==> config.mk <==
export PLATFORM = sky130hd
export DESIGN_NAME = ppom_top
export DESIGN_NICKNAME = d
export VERILOG_FILES = /design/src/ppom_pkg.sv /design/src/ppom_sync.sv /design/src/ppom_pin.sv /design/src/ppom_top.sv
export SDC_FILE = /design/constraint.sdc
export NUM_CORES = 1
export LEC_CHECK = 0
export ABC_AREA = 1
export ABC_CLOCK_PERIOD_IN_PS = 1500
export BUFFER_PORTS_ARGS = -buffer_cell sky130_fd_sc_hd__clkbuf_2
export CAP_MARGIN = 5
export CORE_MARGIN = 2
export CORE_UTILIZATION = 25
export DETAILED_ROUTE_END_ITERATION = 8
export GPL_TIMING_DRIVEN = 0
export PLACE_DENSITY_LB_ADDON = 0.05
export SYNTH_ARGS = -nofsm -noshare
export SYNTH_HDL_FRONTEND = slang
export SYNTH_HIERARCHICAL = 1
export SYNTH_SLANG_ARGS = --single-unit
export TNS_END_PERCENT = 10
==> constraint.sdc <==
create_clock -name mclk_i -period 1.5 [get_ports mclk_i]
set_input_delay 0.15 -clock mclk_i [delete_from_list [all_inputs] [get_ports mclk_i]]
set_output_delay 0.15 -clock mclk_i [all_outputs]
set_load 0.02 [all_outputs]
==> src/ppom_pkg.sv <==
// shared constants for the port pin override multiplexer
package ppom_pkg;

    // pins in one port
    localparam int NPINS = 8;

    // register byte offsets on the avalon slave
    localparam logic [7:0] ADDR_DIR   = 8'h00; // pin direction bits
    localparam logic [7:0] ADDR_LATCH = 8'h04; // output latch bits
    localparam logic [7:0] ADDR_INPUT = 8'h08; // synced pin inputs
    localparam logic [7:0] ADDR_CTRL  = 8'h0C; // shared control bits
    localparam logic [7:0] ADDR_PCEN  = 8'h10; // pin change enables

    // control register field positions
    localparam int CTRL_PUD_BIT   = 0; // global pull-up disable
    localparam int CTRL_SLEEP_BIT = 1; // sleep clamp of inputs
    localparam int CTRL_AS2_BIT   = 2; // async timer clock select
    localparam int CTRL_EXTERNAL_CLOCK_SELECT_BIT = 3; // external clock select
    localparam int CTRL_INTRC_BIT = 4; // chip clock is internal rc
    localparam int CTRL_EXTCK_BIT = 5; // chip clock is external clock
    localparam int CTRL_WIDTH     = 6;

    // reset values
    localparam logic [7:0] DIR_RESET   = 8'h00; // all inputs
    localparam logic [7:0] LATCH_RESET = 8'h00; // no pull-ups
    localparam logic [7:0] PCEN_RESET  = 8'h00;
    localparam logic [CTRL_WIDTH-1:0] CTRL_RESET = 6'h10;

    // oscillator pins of the port
    localparam int OSC_IN_PIN  = 6;
    localparam int OSC_OUT_PIN = 7;

    // read answer of an unmapped offset
    localparam logic [31:0] RDATA_NONE = 32'h0000_0000;

endpackage

==> src/ppom_sync.sv <==
`timescale 1ns/1ps
// two flip-flop synchroniser for the pin inputs
module ppom_sync (
    input  wire logic                      mclk_i,
    input  wire logic                      nrst_i,
    input  wire logic [ppom_pkg::NPINS-1:0] async_i,
    output logic      [ppom_pkg::NPINS-1:0] sync_o
);
    import ppom_pkg::*;

    logic [NPINS-1:0] meta_q;  // first stage, read only by stage two
    logic [NPINS-1:0] meta_d;
    logic [NPINS-1:0] sync_q;  // second stage
    logic [NPINS-1:0] sync_d;

    // next values: a plain shift through two stages
    always_comb begin
        meta_d = async_i;
        sync_d = meta_q;
    end

    // registers only
    always_ff @(posedge mclk_i or negedge nrst_i) begin
        if (!nrst_i) begin
            meta_q <= '0;
            sync_q <= '0;
        end else begin
            meta_q <= meta_d;
            sync_q <= sync_d;
        end
    end

    assign sync_o = sync_q;

endmodule // ppom_sync

==> src/ppom_pin.sv <==
`timescale 1ns/1ps
// override mux of one pin, purely combinational
module ppom_pin (
    input  wire logic dir_i,     // pin direction bit
    input  wire logic latch_i,   // pin output latch bit
    input  wire logic pud_i,     // global pull-up disable
    input  wire logic sleep_i,   // sleep clamp request
    input  wire logic pu_oe_i,   // pull-up override enable
    input  wire logic pu_ov_i,   // pull-up override value
    input  wire logic dd_oe_i,   // direction override enable
    input  wire logic dd_ov_i,   // direction override value
    input  wire logic pv_oe_i,   // port value override enable
    input  wire logic pv_ov_i,   // port value override value
    input  wire logic ie_oe_i,   // input enable override enable
    input  wire logic ie_ov_i,   // input enable override value
    output logic      pullup_o,  // pull-up enable to the pad
    output logic      oe_o,      // output driver enable
    output logic      out_o,     // driven level
    output logic      ie_o       // digital input enable
);
    // no flops here: an override reaches the pad in the same cycle
    always_comb begin
        // pull-up: override wins over direction, latch and disable
        if (pu_oe_i) begin
            pullup_o = pu_ov_i;
        end else begin
            pullup_o = ({dir_i, latch_i, pud_i} == 3'b010);
        end
        // driver enable
        oe_o = dd_oe_i ? dd_ov_i : dir_i;
        // value matters only while driving; low otherwise
        out_o = oe_o & (pv_oe_i ? pv_ov_i : latch_i);
        // input enable follows the sleep state unless overridden
        ie_o = ie_oe_i ? ie_ov_i : ~sleep_i;
    end

endmodule // ppom_pin

==> src/ppom_top.sv <==
`timescale 1ns/1ps
// Summary of operation
// - pull-up override enable selects override value
// - else pull-up when dir,latch,disable = 010
// - driver follows direction override or direction bit
// - driven level is override value or latch
// - input enable follows override, pin change enable or sleep state
// - modules get unsynced schmitt output, sync themselves
// - analogue path straight from pad, no logic
// - strobes per port, clock/sleep/disable shared
// - async timer without external clock claims bit 7
// - async timer select claims bit 6
// - claimed oscillator pins never act as general I/O
// - timer oscillator only with rc clock, timer on
// - bit 6 is chip oscillator unless rc clock
// - every bit n is pin change source n
// - port offers spi, timer, clock-out functions
// - claimed bit 6 reads zero in direction, latch and input registers
module ppom_top (
    input  wire logic                      mclk_i,
    input  wire logic                      nrst_i,
    // avalon-mm slave
    input  wire logic [7:0]                avs_address_i,
    input  wire logic                      avs_read_i,
    input  wire logic                      avs_write_i,
    input  wire logic [31:0]               avs_writedata_i,
    input  wire logic [3:0]                avs_byteenable_i,
    output logic      [31:0]               avs_readdata_o,
    output logic                           avs_waitrequest_o,
    // overrides from the peripheral modules, one bit per pin
    input  wire logic [ppom_pkg::NPINS-1:0] pullup_override_enable_i,
    input  wire logic [ppom_pkg::NPINS-1:0] pullup_override_value_i,
    input  wire logic [ppom_pkg::NPINS-1:0] direction_override_enable_i,
    input  wire logic [ppom_pkg::NPINS-1:0] direction_override_value_i,
    input  wire logic [ppom_pkg::NPINS-1:0] port_value_override_enable_i,
    input  wire logic [ppom_pkg::NPINS-1:0] port_value_override_value_i,
    input  wire logic [ppom_pkg::NPINS-1:0] input_enable_override_enable_i,
    input  wire logic [ppom_pkg::NPINS-1:0] input_enable_override_value_i,
    // pad side
    input  wire logic [ppom_pkg::NPINS-1:0] pad_in_i,
    output logic      [ppom_pkg::NPINS-1:0] pad_out_o,
    output logic      [ppom_pkg::NPINS-1:0] pad_oe_o,
    output logic      [ppom_pkg::NPINS-1:0] pad_pullup_en_o,
    output logic      [ppom_pkg::NPINS-1:0] pad_input_en_o,
    // towards the modules
    output logic      [ppom_pkg::NPINS-1:0] alt_function_raw_input_o,
    output logic      [ppom_pkg::NPINS-1:0] analogue_pad_path_o,
    output logic      [ppom_pkg::NPINS-1:0] pin_change_source_o,
    output logic                           chip_osc_claim_o,
    output logic                           timer_osc_claim_o
);
    import ppom_pkg::*;

    // offset match, used by both write and read decode
    function automatic logic hit(input logic [7:0] a,
                                 input logic [7:0] off);
        hit = (a == off);
    endfunction

    // register state
    logic [NPINS-1:0]      dir_q;     // pin direction bits
    logic [NPINS-1:0]      dir_d;
    logic [NPINS-1:0]      latch_q;   // pin output latch bits
    logic [NPINS-1:0]      latch_d;
    logic [NPINS-1:0]      pcen_q;    // pin change enables
    logic [NPINS-1:0]      pcen_d;
    logic [CTRL_WIDTH-1:0] ctrl_q;    // shared control bits
    logic [CTRL_WIDTH-1:0] ctrl_d;
    logic                  rd_pend_q; // read data already loaded
    logic                  rd_pend_d;
    logic [31:0]           rdata_q;   // registered read data
    logic [31:0]           rdata_d;

    // write strobe, shared by all pins of the port
    logic                  wr_stb;
    logic [NPINS-1:0]      wdata;

    // decoded control fields
    logic                  global_pullup_disable;
    logic                  sleep;
    logic                  as2;
    logic                  external_clock_select;
    logic                  intrc;
    logic                  extck;

    // oscillator claims
    logic                  tosc_active;
    logic                  claim6;
    logic                  claim7;
    logic [NPINS-1:0]      clk_claim;

    // effective overrides after the oscillator takeover
    logic [NPINS-1:0]      pu_oe_eff;
    logic [NPINS-1:0]      pu_ov_eff;
    logic [NPINS-1:0]      dd_oe_eff;
    logic [NPINS-1:0]      dd_ov_eff;
    logic [NPINS-1:0]      pv_oe_eff;
    logic [NPINS-1:0]      pv_ov_eff;
    logic [NPINS-1:0]      ie_oe_eff;
    logic [NPINS-1:0]      ie_ov_eff;

    // input path
    logic [NPINS-1:0]      schmitt;   // clamped pad level
    logic [NPINS-1:0]      pin_sync;  // after the port synchroniser

    // control fields, common to every pin
    assign global_pullup_disable   = ctrl_q[CTRL_PUD_BIT];
    assign sleep = ctrl_q[CTRL_SLEEP_BIT];
    assign as2   = ctrl_q[CTRL_AS2_BIT];
    assign external_clock_select = ctrl_q[CTRL_EXTERNAL_CLOCK_SELECT_BIT];
    assign intrc = ctrl_q[CTRL_INTRC_BIT];
    assign extck = ctrl_q[CTRL_EXTCK_BIT];

    // timer oscillator needs the rc chip clock and the async timer
    assign tosc_active = intrc & as2;
    // bit 6: chip oscillator input for any non-rc clock, else tosc
    assign claim6 = ~intrc | tosc_active;
    // bit 7: crystal output, or the async timer without external clock;
    // detached even off the rc clock so it never acts as general I/O
    assign claim7 = (~intrc & ~extck) | (as2 & ~external_clock_select);
    assign chip_osc_claim_o  = ~intrc;
    assign timer_osc_claim_o = tosc_active;

    // claim vector, only the two oscillator pins can be taken
    always_comb begin
        clk_claim              = '0;
        clk_claim[OSC_IN_PIN]  = claim6;
        clk_claim[OSC_OUT_PIN] = claim7;
    end

    // a claimed pin is forced off: no pull-up, driver or input
    always_comb begin
        pu_oe_eff = pullup_override_enable_i | clk_claim;
        pu_ov_eff = pullup_override_value_i & ~clk_claim;
        dd_oe_eff = direction_override_enable_i | clk_claim;
        dd_ov_eff = direction_override_value_i & ~clk_claim;
        pv_oe_eff = port_value_override_enable_i & ~clk_claim;
        pv_ov_eff = port_value_override_value_i & ~clk_claim;
        // an enabled pin change source keeps its input alive in sleep
        ie_oe_eff = input_enable_override_enable_i | pcen_q | clk_claim;
        ie_ov_eff = ~clk_claim &
                    (~input_enable_override_enable_i |
                     input_enable_override_value_i);
    end

    // one mux per pin; spi, timer compare, capture and clock-out
    // functions of each bit arrive on the per-pin override lines
    genvar gi;
    generate
        for (gi = 0; gi < NPINS; gi++) begin : g_pin
            ppom_pin u_pin (
                .dir_i    (dir_q[gi]),
                .latch_i  (latch_q[gi]),
                .pud_i    (global_pullup_disable),
                .sleep_i  (sleep),
                .pu_oe_i  (pu_oe_eff[gi]),
                .pu_ov_i  (pu_ov_eff[gi]),
                .dd_oe_i  (dd_oe_eff[gi]),
                .dd_ov_i  (dd_ov_eff[gi]),
                .pv_oe_i  (pv_oe_eff[gi]),
                .pv_ov_i  (pv_ov_eff[gi]),
                .ie_oe_i  (ie_oe_eff[gi]),
                .ie_ov_i  (ie_ov_eff[gi]),
                .pullup_o (pad_pullup_en_o[gi]),
                .oe_o     (pad_oe_o[gi]),
                .out_o    (pad_out_o[gi]),
                .ie_o     (pad_input_en_o[gi])
            );
        end
    endgenerate

    // input clamp; modules see it before any synchroniser, so a
    // module not using it as a clock must sync it itself
    assign schmitt = pad_in_i & pad_input_en_o;
    assign alt_function_raw_input_o = schmitt;
    // analogue path bypasses clamp, mux and synchroniser
    assign analogue_pad_path_o = pad_in_i;

    // port synchroniser feeding the input register
    ppom_sync u_sync (
        .mclk_i  (mclk_i),
        .nrst_i  (nrst_i),
        .async_i (schmitt),
        .sync_o  (pin_sync)
    );

    // each bit n is pin change source n when enabled
    assign pin_change_source_o = pin_sync & pcen_q;

    // only byte lane 0 carries data; other lanes are ignored
    assign wr_stb = avs_write_i & avs_byteenable_i[0];
    assign wdata  = avs_writedata_i[NPINS-1:0];

    // register next values and read data
    always_comb begin
        dir_d     = dir_q;
        latch_d   = latch_q;
        pcen_d    = pcen_q;
        ctrl_d    = ctrl_q;
        rd_pend_d = rd_pend_q;
        rdata_d   = rdata_q;
        if (wr_stb) begin
            if (hit(avs_address_i, ADDR_DIR)) begin
                dir_d = wdata;
            end
            if (hit(avs_address_i, ADDR_LATCH)) begin
                latch_d = wdata;
            end
            // writing ones to the input offset toggles the latch
            if (hit(avs_address_i, ADDR_INPUT)) begin
                latch_d = latch_q ^ wdata;
            end
            if (hit(avs_address_i, ADDR_CTRL)) begin
                ctrl_d = wdata[CTRL_WIDTH-1:0];
            end
            if (hit(avs_address_i, ADDR_PCEN)) begin
                pcen_d = wdata;
            end
        end
        // a read waits one cycle so read data come from a flop
        if (avs_read_i && !rd_pend_q) begin
            rd_pend_d = 1'b1;
            rdata_d   = RDATA_NONE;
            // claimed oscillator pins read as zero in direction, latch and input
            if (hit(avs_address_i, ADDR_DIR)) begin
                rdata_d[NPINS-1:0] = dir_q & ~clk_claim;
            end else if (hit(avs_address_i, ADDR_LATCH)) begin
                rdata_d[NPINS-1:0] = latch_q & ~clk_claim;
            end else if (hit(avs_address_i, ADDR_INPUT)) begin
                rdata_d[NPINS-1:0] = pin_sync & ~clk_claim;
            end else if (hit(avs_address_i, ADDR_CTRL)) begin
                rdata_d[CTRL_WIDTH-1:0] = ctrl_q;
            end else if (hit(avs_address_i, ADDR_PCEN)) begin
                rdata_d[NPINS-1:0] = pcen_q;
            end else begin
                rdata_d = RDATA_NONE;
            end
        end else if (avs_read_i) begin
            rd_pend_d = 1'b0;
        end else begin
            rd_pend_d = 1'b0;
        end
    end

    // registers only
    always_ff @(posedge mclk_i or negedge nrst_i) begin
        if (!nrst_i) begin
            dir_q     <= DIR_RESET;
            latch_q   <= LATCH_RESET;
            pcen_q    <= PCEN_RESET;
            ctrl_q    <= CTRL_RESET;
            rd_pend_q <= 1'b0;
            rdata_q   <= RDATA_NONE;
        end else begin
            dir_q     <= dir_d;
            latch_q   <= latch_d;
            pcen_q    <= pcen_d;
            ctrl_q    <= ctrl_d;
            rd_pend_q <= rd_pend_d;
            rdata_q   <= rdata_d;
        end
    end

    // writes never wait; reads wait for their first cycle
    assign avs_waitrequest_o = avs_read_i & ~rd_pend_q;
    assign avs_readdata_o    = rdata_q;
endmodule // ppom_top

; ---- Yosys cells after proc, flatten, opt, wreduce, memory -nomap -nowiden
; Cells that the tools add are included.
[classes]
eq_ne = 12
muxes = 42
n_bitwise = 38
n_reduce_logical = 8
[ops]
columns = op, count
row1 = $and A8 B8 Y8, 10
row2 = $mux W8, 6
row3 = $or A8 B8 Y8, 5
row4 = $mux W1, 33
row5 = $eq A3 B2 Y1 const B, 8
row6 = $mux W24, 1
row7 = $eq A8 B4 Y1 const B, 2
row8 = $not A8 Y8, 2
row9 = $and A1 B1 Y1, 13
row10 = $eq A8 B3 Y1 const B, 1
row11 = $eq A8 B5 Y1 const B, 1
row12 = $logic_not A8 Y1, 1
row13 = $reduce_and A2 Y1, 4
row14 = $xor A8 B8 Y8, 1
row15 = $mux W6, 1
row16 = $not A1 Y1, 5
row17 = $mux W2, 1
row18 = $or A1 B1 Y1, 2
row19 = $reduce_bool A2 Y1, 1
row20 = $logic_and A1 B1 Y1, 1
row21 = $logic_not A1 Y1, 1
[word_totals]
ff_bits = 79
input_bits = 120
out_inout_bits = 91
word_cells = 108

; ---- Logic depth before layout (Yosys ltp)
; Gate-level depths: netlist of run 1.
[logic_depth]
word_depth = 8
mapped_depth = 10
depth_no_buf = 10

; ---- Modules after synthesis
; Netlist of run 1, hierarchy kept.
[by_module_without_submodules]
columns = module, n_inst, cells_each, area_per_inst_um2, seq_area_each_um2
row1 = ppom_top, 1, 407, 2752.6, 977.2
row2 = ppom_pin, 8, 17, 71.3, 0.0
row3 = ppom_sync, 1, 16, 400.4, 400.4

; ---- Worst setup path after synthesis of run 1
; No wires, ideal clock.
[synth_timing]
path_type = register -> output
startpoint = reg ctrl_q[4]
endpoint = out alt_function_raw_input_o[6] (netlist bit)
arrival_time_ns = 1.780
required_time_ns = 1.350
setup_slack_ns = -0.430
path_stages_with_launch = 7
n_path_buf = 0
cell_sequence = dfstp_2 > inv_1 > nor2_1 > nand2_1 > o21ai_0 > nand2_1 > inv_1
[synth_between]
word_cells_on_any_way = 8
classes_between = mux: 1 / bitwise: 7
[synth_lines]
columns = element, line
row1 = "start, declared", ppom_top.sv:67  ; logic [CTRL_WIDTH-1:0] ctrl_q;
row2 = "start signal, assigned", ppom_top.sv:258  ; ctrl_q <= ctrl_d;
row3 = $not A1 Y1, n/a
row4 = via chip_osc_claim_o, ppom_top.sv:49  ; output logic chip_osc_claim_o,
row5 = $or A1 B1 Y1, ppom_top.sv:117  ; assign claim6 = ~intrc | tosc_active;
row6 = $or A8 B8 Y8, ppom_top.sv:140  ; ie_oe_eff = input_enable_override_enable_i | pcen_q | clk_claim;
row7 = via ie_oe_eff[6], ppom_top.sv:99  ; logic [NPINS-1:0] ie_oe_eff;
row8 = $mux W1, ppom_pin.sv:34  ; ie_o = ie_oe_i ? ie_ov_i : ~sleep_i;
row9 = via pad_input_en_o (one bit), ppom_top.sv:44  ; output logic [ppom_pkg::NPINS-1:0] pad_input_en_o,
row10 = $and A8 B8 Y8, ppom_top.sv:174  ; assign schmitt = pad_in_i & pad_input_en_o;
row11 = "end, declared", ppom_top.sv:46  ; output logic [ppom_pkg::NPINS-1:0] alt_function_raw_input_o,
; The timed path passes the listed nets, and every way through them passes these cells.

; ---- Worst setup path in the final report of run 1
[layout_timing]
startpoint = reg ctrl_q[4]
endpoint = out pad_out_o[6] (netlist bit)
[layout_between]
word_cells_on_any_way = 11
classes_between = mux: 2 / bitwise: 9
[layout_lines]
columns = element, line
row1 = $and A1 B1 Y1 / $not A1 Y1 (equally long branches), "ppom_top.sv:115, ppom_top.sv:117"
row2 = $or A1 B1 Y1 (*), ppom_top.sv:117
row3 = $or A8 B8 Y8 (*), ppom_top.sv:135  ; dd_oe_eff = direction_override_enable_i | clk_claim;
row4 = via dd_oe_eff[6], ppom_top.sv:95  ; logic [NPINS-1:0] dd_oe_eff;
row5 = $mux W1 (*), ppom_pin.sv:30  ; oe_o = dd_oe_i ? dd_ov_i : dir_i;
row6 = $and A1 B1 Y1 (*), ppom_pin.sv:32  ; out_o = oe_o & (pv_oe_i ? pv_ov_i : latch_i);
row7 = "end, declared", ppom_top.sv:41  ; output logic [ppom_pkg::NPINS-1:0] pad_out_o,
; Mark *: on every way through the listed nets, which the timed path passes. The rest lies on a longest branch.

==> results of run 1 <==
Yosys cell counts, drive strengths merged:
master    n
nand2   204
inv      98
dfrtp    54
nor2     49
nand3    44
o21ai    42
buf      39
or2      11
xor2      8
a21oi     4
clkinv    1
conb      1
dfstp     1
nand4     1
nor3      1
o211ai    1
critical path, delay by kind of cell, from the launching register on:
kind          cells  cell delay, ns
flops             1            0.58
simple gates      5            0.54
buf+inv           5            0.33
sequential cells by signal, summed over array words and instances, names as in the netlist:
| register | count |
|---|---|
| latch_q | 8 |
| u_sync/meta_q | 8 |
| u_sync/sync_o | 8 |
| dir_q | 8 |
| pcen_q | 8 |
| rd_pend_q | 1 |
| ctrl_q | 6 |
| avs_readdata_o | 8 |
cell usage in the layout, fill, tap and decap left out, drive strengths merged:
master / instances
nand2: 204
clkbuf: 159
inv: 98
dfrtp: 54
buf: 52
nor2: 49
nand3: 44
o21ai: 43
conb: 24
or2: 11
xor2: 8
a21oi: 4
clkinvlp: 1
o211ai: 1
nor3: 1
nand4: 1
clkinv: 1
dfstp: 1
power breakdown:
part | total (mW) | internal (mW) | switching [mW]
Clock | 1.15 | 0.620 | 0.528
Sequential | 1.61 | 1.55 | 0.0672
Combinational | 0.779 | 0.313 | 0.466
routing by layer:
metal | share of wire | GRT usage | up-vias
li1 | - | - | 2025
met1 | 0.46 | 0.186 | 1642
met2 | 0.46 | 0.237 | 156
met3 | 0.069 | 0.0225 | 7
met4 | 0.011 | 0.0427 | 0
met5 | 0 | 0 | -
stage by stage:
stage | std cells | setup TNS, ns | util | instance area [um2]
3_5_place_dp | 925 | -3.45 | 0.335 | 4870
3_3_place_gp | 925 | -4.40 | 0.335 | 4870
5_1_grt | 940 | -4.61 | 0.356 | 5180
4_1_cts | 940 | -3.64 | 0.354 | 5150
6_report | 940 | -3.09 | 0.356 | 5180
2_1_floorplan | 582 | -0.189 | - | 3840
timing repair:
action                                  CTS  global route
buffers inserted                          6             0
endpoints found under the setup margin   35            23
pin swaps                                 5             6
gates resized for setup                  31            17
cloned                                    1             0
worst paths after layout:
| path | end | cells after the start | start | slack [ns] |
|---|---|---|---|---|
| setup / recovery | pad_out_o[6] | 10 | ctrl_q[4] | -0.39 |
| hold / removal | u_sync/meta_q[2] | 1 | nrst_i | -0.04 |
| setup reg to reg | avs_readdata_o[2] | 5 | rd_pend_q | 0.13 |
| hold reg to reg | u_sync/sync_o[6] | 0 | u_sync/meta_q[6] | 0.35 |
| max in group asynchronous | ctrl_q[0] | 1 | nrst_i | 0.98 |
| min in group mclk_i | u_sync/meta_q[3] | 3 | pad_in_i[3] | 0.08 |
kinds of logic (layout without fill, tap and decap cells):
| logic type | after synthesis | in the layout |
|---|---|---|
| and+or+nand+nor | 310 | 310 |
| buffers and inverters | 138 | 311 |
| DFF | 55 | 55 |
| AOI/OAI and AO/OA | 47 | 48 |
| other | 1 | 24 |
| xor gates and xnor gates | 8 | 8 |
cell type report:
cell class                      count  area, um2  share of cell area
Buffer                             39        293              0.0565
Sequential cell                    55       1380               0.267
Multi-Input combinational cell    390       1850               0.356
Clock inverter                      1       5.00            0.000966
Tap cell                          184        230              0.0445
Clock buffer                        7        133              0.0256
Timing Repair Buffer              165        913               0.176
Inverter                           99        378              0.0730
==> results_dict.tcl, run 1 <==
set metrics [dict create \
    outcome "finished with violations" \
    failed_checks "hold timing, setup timing" \
    layout-drive-gt1-share 0.368 \
    netlist_top_cells_area "dfrtp_1 36%, nand2_1 18%, inv_1 9.3%" \
    yosysSeqAreaShare 0.370 \
    die_area_um2 15900 \
    hpwl_um 8780 \
    powerDensity_nw_per_um2 684 \
    place.gp.congestion 0.816 \
    hold_viol 54 \
    nFillCells 1597 \
    setup_viol 11 \
    drv_slew 0 \
    ant_nets 0 \
    cts_hold_buf 0 \
    clk_pin_slew_ns 0.07 \
    num_vias 3830 \
    dr.pass1.iters 4 \
    netlist.top_cell.by_area "dfrtp_1" \
    die_height_um 126 \
    clock_sinks 55 \
    row_count 44 \
    n_antenna_cell 0 \
    slew_headroom 0.471 \
    clk_latency_ns 0.29 \
    synth.area.mux_share 0 \
    cts_tree "done" \
    worst_pin_slew_ns 0.794 \
    coreArea_um2 14500 \
    crit_path_end_kind "output pin" \
    io_buffers 159 \
    initial_utilization 0.256 \
    io_pins 211 \
    path_class "reg2out" \
    critical_path_required_ns 1.35 \
    synth_simple_gate_area_frac 0.368 \
    grt_first_pass_wirelength_um 18100 \
    ys_ff_latch 55 \
    holdWs_ns -0.0389 \
    grt_antenna_before_repair 0 \
    rsz0062_at_grt "yes" \
    post-route-period-util 1.26 \
    synth_compound_area_frac 0.0638 \
    via_per_inst 4.07 \
    finalCriticalPeriod_ns 1.89 \
    synth_xor_area_frac 0.0188 \
    p_leak_nw 3.23 \
    worstPathMaxFanout 5 \
    wirelength_um 11200 \
    crit_top_cell "inv_2" \
    numCtsBuffers 5 \
    root_buffer "clkbuf_16" \
    grt_pass1_vias 3680 \
    power_mw 3.54 \
    yosysUniqueCellTypes 26 \
    vdd_drop_max_uv 480 \
    first_iter_violations 197 \
    slowest_delay_ns 0.58 \
    clock_path_buffers 2 \
    skew_ns 0.00705 \
    gr-usage-all-layers 0.141 \
    worstPathArrival_ns 1.74 \
    slowest_stage "dfstp_2" \
    grt_max_degree 56 \
    synth_top_family_by_area "simple AND/OR/NAND/NOR gates" \
    syn_to_final_growth_pct 39.1 \
    wl_per_cell_um 11.9 \
    maxCapViolations 0 \
    worst_setup_path_start_kind "flip-flop" \
    synth_warnings 6 \
    worstPathCellList "inv_4 -> nor2_4 -> inv_2 -> or2_4 -> inv_2 -> nand2_2 -> nand2_4 -> nand2_2 -> inv_2 -> buf_8" \
    synth_cells 559 \
    syn_area_um2 3720 \
    grt_overflow 0 \
    hp-class "in2async" \
    final_net_count 875 \
    drc_errors 0 \
    layout_setup_ws_ns -0.391 \
    yosys.area.top_type_share 0.363 \
    max_freq_ghz 0.529 \
    yosys.area_share.adder 0 \
    htree_num_levels 2 \
    die_x_um 126 \
    pre_cts_ws_ns -0.268 \
    synth_area_per_cell_um2 6.66 \
]
(Power assumes the default switching activity.)
==> run 2: changes to the inputs <==
- PLACE_DENSITY: not set -> 0.5
- PLACE_DENSITY_LB_ADDON: 0.05 -> not set
==> run 2 against run 1 <==
Against the previous run: the flow finishes with violations (setup timing); setup slack got worse by 0.041 ns; combinational power increased by 0.5%; critical path depth decreased by 1; non-clock buffer count decreased by 1; hold slack improved by 0.11 ns; sequential power about the same; clock power increased by 17%; largest power group unchanged.
==> results_dict.tcl, run 2 (synthesis gave the netlist of run 1 again) <==
set metrics [dict create \
    gr-usage-all-layers 0.137 \
    grt_overflow 0 \
    internal_power_mw 2.65 \
    die_height_um 126 \
    layout.cells.most_common "nand2_1" \
    worstPathMaxFanout 5 \
    initial_utilization 0.256 \
    grt_first_pass_wirelength_um 17700 \
    grt_antenna_before_repair 0 \
    reg2reg_from "ctrl_q[4]" \
    fin_util 0.360 \
    drc_errors 0 \
    holdWs_ns 0.0706 \
    rsz0062_at_grt "yes" \
    path_class "reg2out" \
    powerDensity_nw_per_um2 718 \
    numCtsBuffers 5 \
    wirelength_um 11000 \
    p_sw_mw 1.10 \
    maxCapViolations 0 \
    n_antenna_cell 0 \
    post-route-period-util 1.29 \
    multi_input_area_um2 1860 \
    place.gp.congestion 0.811 \
    clock_sinks 55 \
    r2r_slack_ns 0.11 \
    drv_slew 0 \
    critical_path_required_ns 1.35 \
    io_pins 211 \
    r2r-end "u_sync/meta_q[6]" \
    outcome "finished with violations" \
    clockPowerShare 0.361 \
    hp-class "in2reg" \
    failed_checks "setup timing" \
    clk_latency_ns 0.30 \
    nFillCells 1586 \
    htree_num_levels 2 \
    clock_path_buffers 2 \
    combinationalPowerShare 0.209 \
    grt_max_degree 56 \
    hpwl_um 8530 \
    register_area_um2 1380 \
    die_area_um2 15900 \
    worstPathArrival_ns 1.78 \
    grt_pass1_vias 3511 \
    worst_setup_path_start_kind "flip-flop" \
    final_net_count 874 \
    syn_to_final_growth_pct 40.4 \
    most-common-layout-cells "176 x nand2_1, 146 x clkbuf_2, 84 x inv_1" \
    layout-drive-gt1-share 0.375 \
    p_leak_nw 3.24 \
    finalCriticalPeriod_ns 1.93 \
    seqPwrFrac 0.430 \
    slew_headroom 0.480 \
    first_iter_violations 165 \
    setup_tns_ns -3.61 \
    clk_pin_slew_ns 0.08 \
    cts_tree "done" \
    wl_per_cell_um 11.7 \
    via_per_inst 4.05 \
    dr.pass1.iters 4 \
    die_x_um 126 \
    vdd_drop_max_uv 428 \
    skew_ns 0.0123 \
    root_buffer "clkbuf_16" \
    crit_path_end_kind "output pin" \
    worst_pin_slew_ns 0.780 \
    pre_cts_ws_ns -0.268 \
    hold_viol 0 \
    worstSetupEndpoint "pad_out_o[7]" \
    coreArea_um2 14500 \
    crit_path_start "ctrl_q[4]" \
    row_count 44 \
    io_buffers 159 \
    ant_nets 0 \
    max_freq_ghz 0.517 \
    layout_setup_ws_ns -0.432 \
    switching_share 0.293 \
    num_vias 3805 \
    ff2ff_path_depth 8 \
    setup_viol 13 \
]
## run 2: worst min path at each step
stage / cells after the start / to / slack [ns] / startpoint
global route: 3 / u_sync/meta_q[4] / 0.09 / pad_in_i[4]
floorplan: 0 / avs_readdata_o[0] / -0.15 / nrst_i
global placement: 0 / u_sync/sync_o[1] / 0.33 / u_sync/meta_q[1]
finish: 3 / u_sync/meta_q[5] / 0.07 / pad_in_i[5]
detailed placement: 1 / u_sync/meta_q[6] / 0.31 / nrst_i
CTS: 3 / u_sync/meta_q[4] / 0.07 / pad_in_i[4]
## run 2: metrics by stage
step,std cells,power [mW],instance area [um2]
after global routing,939,3.94,5230
after global placement,925,2.40,4870
after CTS,938,3.78,5180
after floorplan,582,2.09,3840
final,939,3.75,5230
after detailed placement,925,2.40,4870
## run 2: area by class of cell
| type | count | share of cell area |
|---|---|---|
| clock inverter | 3 | 0.00838 |
| sequential | 55 | 0.264 |
| multi-input combinational | 390 | 0.355 |
| clock buffer | 5 | 0.0239 |
| inverter | 99 | 0.0723 |
| tap | 184 | 0.0440 |
| timing repair buffer | 164 | 0.176 |
| buffer | 39 | 0.0560 |
## run 2: power groups by stage
stage | Sequential, mW | Clock (mW) | Combinational [mW]
2_1_floorplan | 1.63 | 0 | 0.463
3_3_place_gp | 1.64 | 0 | 0.754
3_5_place_dp | 1.64 | 0 | 0.756
4_1_cts | 1.62 | 1.38 | 0.782
5_1_grt | 1.63 | 1.44 | 0.873
6_report | 1.61 | 1.35 | 0.783
## run 2: critical path, stage by stage, from the launching register on
cell	delay, ns
dfstp_2	0.60
buf_6	0.13
o21ai_4	0.09
or2_4	0.25
inv_2	0.05
nand2_2	0.04
nand2_2	0.08
nand2_2	0.06
inv_2	0.05
clkbuf_8	0.13
## run 2: metal layers
| layer | routed length [um] | track usage | vias up |
|---|---|---|---|
| li1 | - | - | 2019 |
| met1 | 5090 | 0.187 | 1633 |
| met2 | 5020 | 0.224 | 142 |
| met3 | 797 | 0.0310 | 11 |
| met4 | 108 | 0.0259 | 0 |
| met5 | 0 | 0 | - |
## run 2: timing repair
action	4_1_cts	5_1_grt
pin swaps	6	7
hold endpoints to repair	8	0
resized for setup	36	18
buffers inserted	4	0
endpoints found under the setup margin	35	20
cloned	0	1
hold buffers	1	0
==> run 3: changes to the inputs <==
- BUFFER_PORTS_ARGS: -buffer_cell sky130_fd_sc_hd__clkbuf_2 -> not set
- DONT_BUFFER_PORTS: not set -> 1
- MAX_ROUTING_LAYER: not set -> met4
- PLACE_DENSITY: 0.5 -> 0.38
==> run 3 against run 2 <==
Against the previous run: the flow still finishes with violations (setup timing); clock skew fell by 0.0032 ns; sequential power about the same; power down 6.8%; register-to-register slack worse by 0.22 ns; global-route usage grew 0.50 points; largest power group unchanged; setup slack got worse by 0.042 ns.
==> results_dict.tcl, run 3 (synthesis gave the netlist of run 1 again) <==
set metrics [dict create \
    outcome "finished with violations" \
    failed_checks "setup timing" \
    register_area_um2 1380 \
    worstPathCellList "inv_4 -> nor2_4 -> inv_4 -> or2_4 -> inv_2 -> nand2_2 -> nand2_4 -> nand2_4 -> inv_4" \
    ff2ff_path_depth 7 \
    r2r-end "u_sync/meta_q[6]" \
    max_freq_ghz 0.506 \
    setup_tns_ns -3.26 \
    first_iter_violations 142 \
    io_buffers 0 \
    finalCriticalPeriod_ns 1.97 \
    skew_ns 0.00910 \
    dr.pass1.iters 4 \
    whs_endpoint "u_sync/meta_q[1]" \
    via_per_inst 4.18 \
    wirelength_um 10800 \
    clock_sinks 55 \
    grt_pass1_vias 3230 \
    combinationalPowerShare 0.177 \
    power_mw 3.50 \
    worst_pin_slew_ns 0.526 \
    drv_slew 0 \
    hp-class "in2reg" \
    clockPowerShare 0.357 \
    most-common-layout-cells "173 x nand2_1, 78 x inv_1, 51 x dfrtp_1" \
    post-route-period-util 1.32 \
    final_net_count 724 \
    wl_per_cell_um 13.7 \
    nFillCells 1617 \
    rsz0062_at_grt "yes" \
    drc_errors 0 \
    hp-start "pad_in_i[1]" \
    internal_power_mw 2.43 \
    crit_path_end_kind "output pin" \
    initial_utilization 0.256 \
    vdd_drop_max_uv 400 \
    hpwl_um 8320 \
    slew_headroom 0.648 \
    row_count 44 \
    p_leak_nw 2.61 \
    worst_setup_path_start_kind "flip-flop" \
    reg2reg_from "ctrl_q[4]" \
    cts_tree "done" \
    io_pins 211 \
    crit_family "simple AND/OR/NAND/NOR gates" \
    clock_path_buffers 2 \
    clk_pin_slew_ns 0.08 \
    layout.cells.most_common "nand2_1" \
    worstPathMaxFanout 5 \
    crit_top_cell "inv_4" \
    worstPathArrival_ns 1.82 \
    setup_viol 17 \
    die_x_um 126 \
    crit_buf_inv 4 \
    num_vias 3296 \
    r2r_slack_ns -0.11 \
    root_buffer "clkbuf_16" \
    coreArea_um2 14500 \
    grt_overflow 0 \
    hold_viol 0 \
    ant_nets 0 \
    die_area_um2 15900 \
    crit_path_start "ctrl_q[4]" \
    powerDensity_nw_per_um2 770 \
    p_sw_mw 1.07 \
    clk_latency_ns 0.30 \
    multi_input_area_um2 1940 \
    switching_share 0.306 \
    hold_path_depth 2 \
    seqPwrFrac 0.466 \
    slowest_delay_ns 0.60 \
    maxCapViolations 0 \
    gr-usage-all-layers 0.142 \
    path_class "reg2out" \
    syn_to_final_growth_pct 21.9 \
    slowest_stage "dfstp_2" \
    die_height_um 126 \
    layout_setup_ws_ns -0.475 \
    grt_first_pass_wirelength_um 17300 \
    htree_num_levels 2 \
    grt_antenna_before_repair 0 \
    grt_max_degree 56 \
    n_antenna_cell 0 \
    place.gp.congestion 0.768 \
    numCtsBuffers 5 \
    critical_path_required_ns 1.35 \
    layout-drive-gt1-share 0.228 \
]
==> run 3: changes by cell type in the layout (fill, tap and decap cells not counted), moves of 2 or more <==
cell           delta
buf_4             -2
buf_8             -2
clkbuf_2        -146
clkbuf_4          -2
clkbuf_8          -4
dlygate4sd3_1     +8
inv_1             -6
inv_2             +3
inv_4             +3
nand2_1           -3
nand2_4           +3
o21ai_1           -4
o21ai_2           -5
o21ai_4           +8
==> run 3: stage by stage <==
stage	setup slack, ns	instance area, um2	instances	utilization	hold WS [ns]
floorplan	-0.0639	3840	582	-	-0.146
global placement	-0.362	4070	766	0.280	-0.144
detailed placement	-0.363	4070	766	0.280	-0.143
CTS	-0.455	4410	786	0.304	0.00296
global route	-0.565	4540	789	0.312	0.000320
finish	-0.475	4540	789	0.312	0.0105
==> run 3: worst max path at each step <==
stage | end | slack (ns) | depth (start not counted)
detailed placement | avs_readdata_o[5] | -0.36 | 5
finish | pad_out_o[6] | -0.47 | 9
global placement | avs_readdata_o[2] | -0.36 | 5
global route | pad_out_o[6] | -0.57 | 9
floorplan | pad_out_o[6] | -0.06 | 9
CTS | alt_function_raw_input_o[7] | -0.46 | 7
==> run 3: what timing repair did <==
item,4_1_cts,5_1_grt
hold buffers,8,2
pin swaps,7,16
endpoints found under the hold margin,61,2
endpoints found under the setup margin,42,27
buffers inserted,4,1
gates resized for setup,24,31
==> run 3: layout make-up <==
class	instances	share of cell area
clock inverter	2	0.00358
timing repair buffer	15	0.0342
tap	184	0.0507
clock buffer	6	0.0306
inverter	99	0.0849
sequential	55	0.305
multi-input combinational	389	0.427
buffer	39	0.0645
==> run 3: metal layers <==
metal	track usage	vias to the layer above	part of all wire	wire, um
met2	0.237	135	0.47	5120
met1	0.182	1441	0.45	4890
met4	0.0291	0	0.0072	78
li1	-	1715	-	-
met3	0.0242	5	0.068	741
met5	-	-	0	0
==> run 3: power by group through the flow <==
stage          registers, mW  clock network [mW]  logic (mW)
5_1_grt                 1.64                1.36       0.687
2_1_floorplan           1.63                   0       0.463
6_report                1.63                1.25       0.619
3_5_place_dp            1.66                   0       0.520
4_1_cts                 1.63                1.30       0.597
3_3_place_gp            1.65                   0       0.514
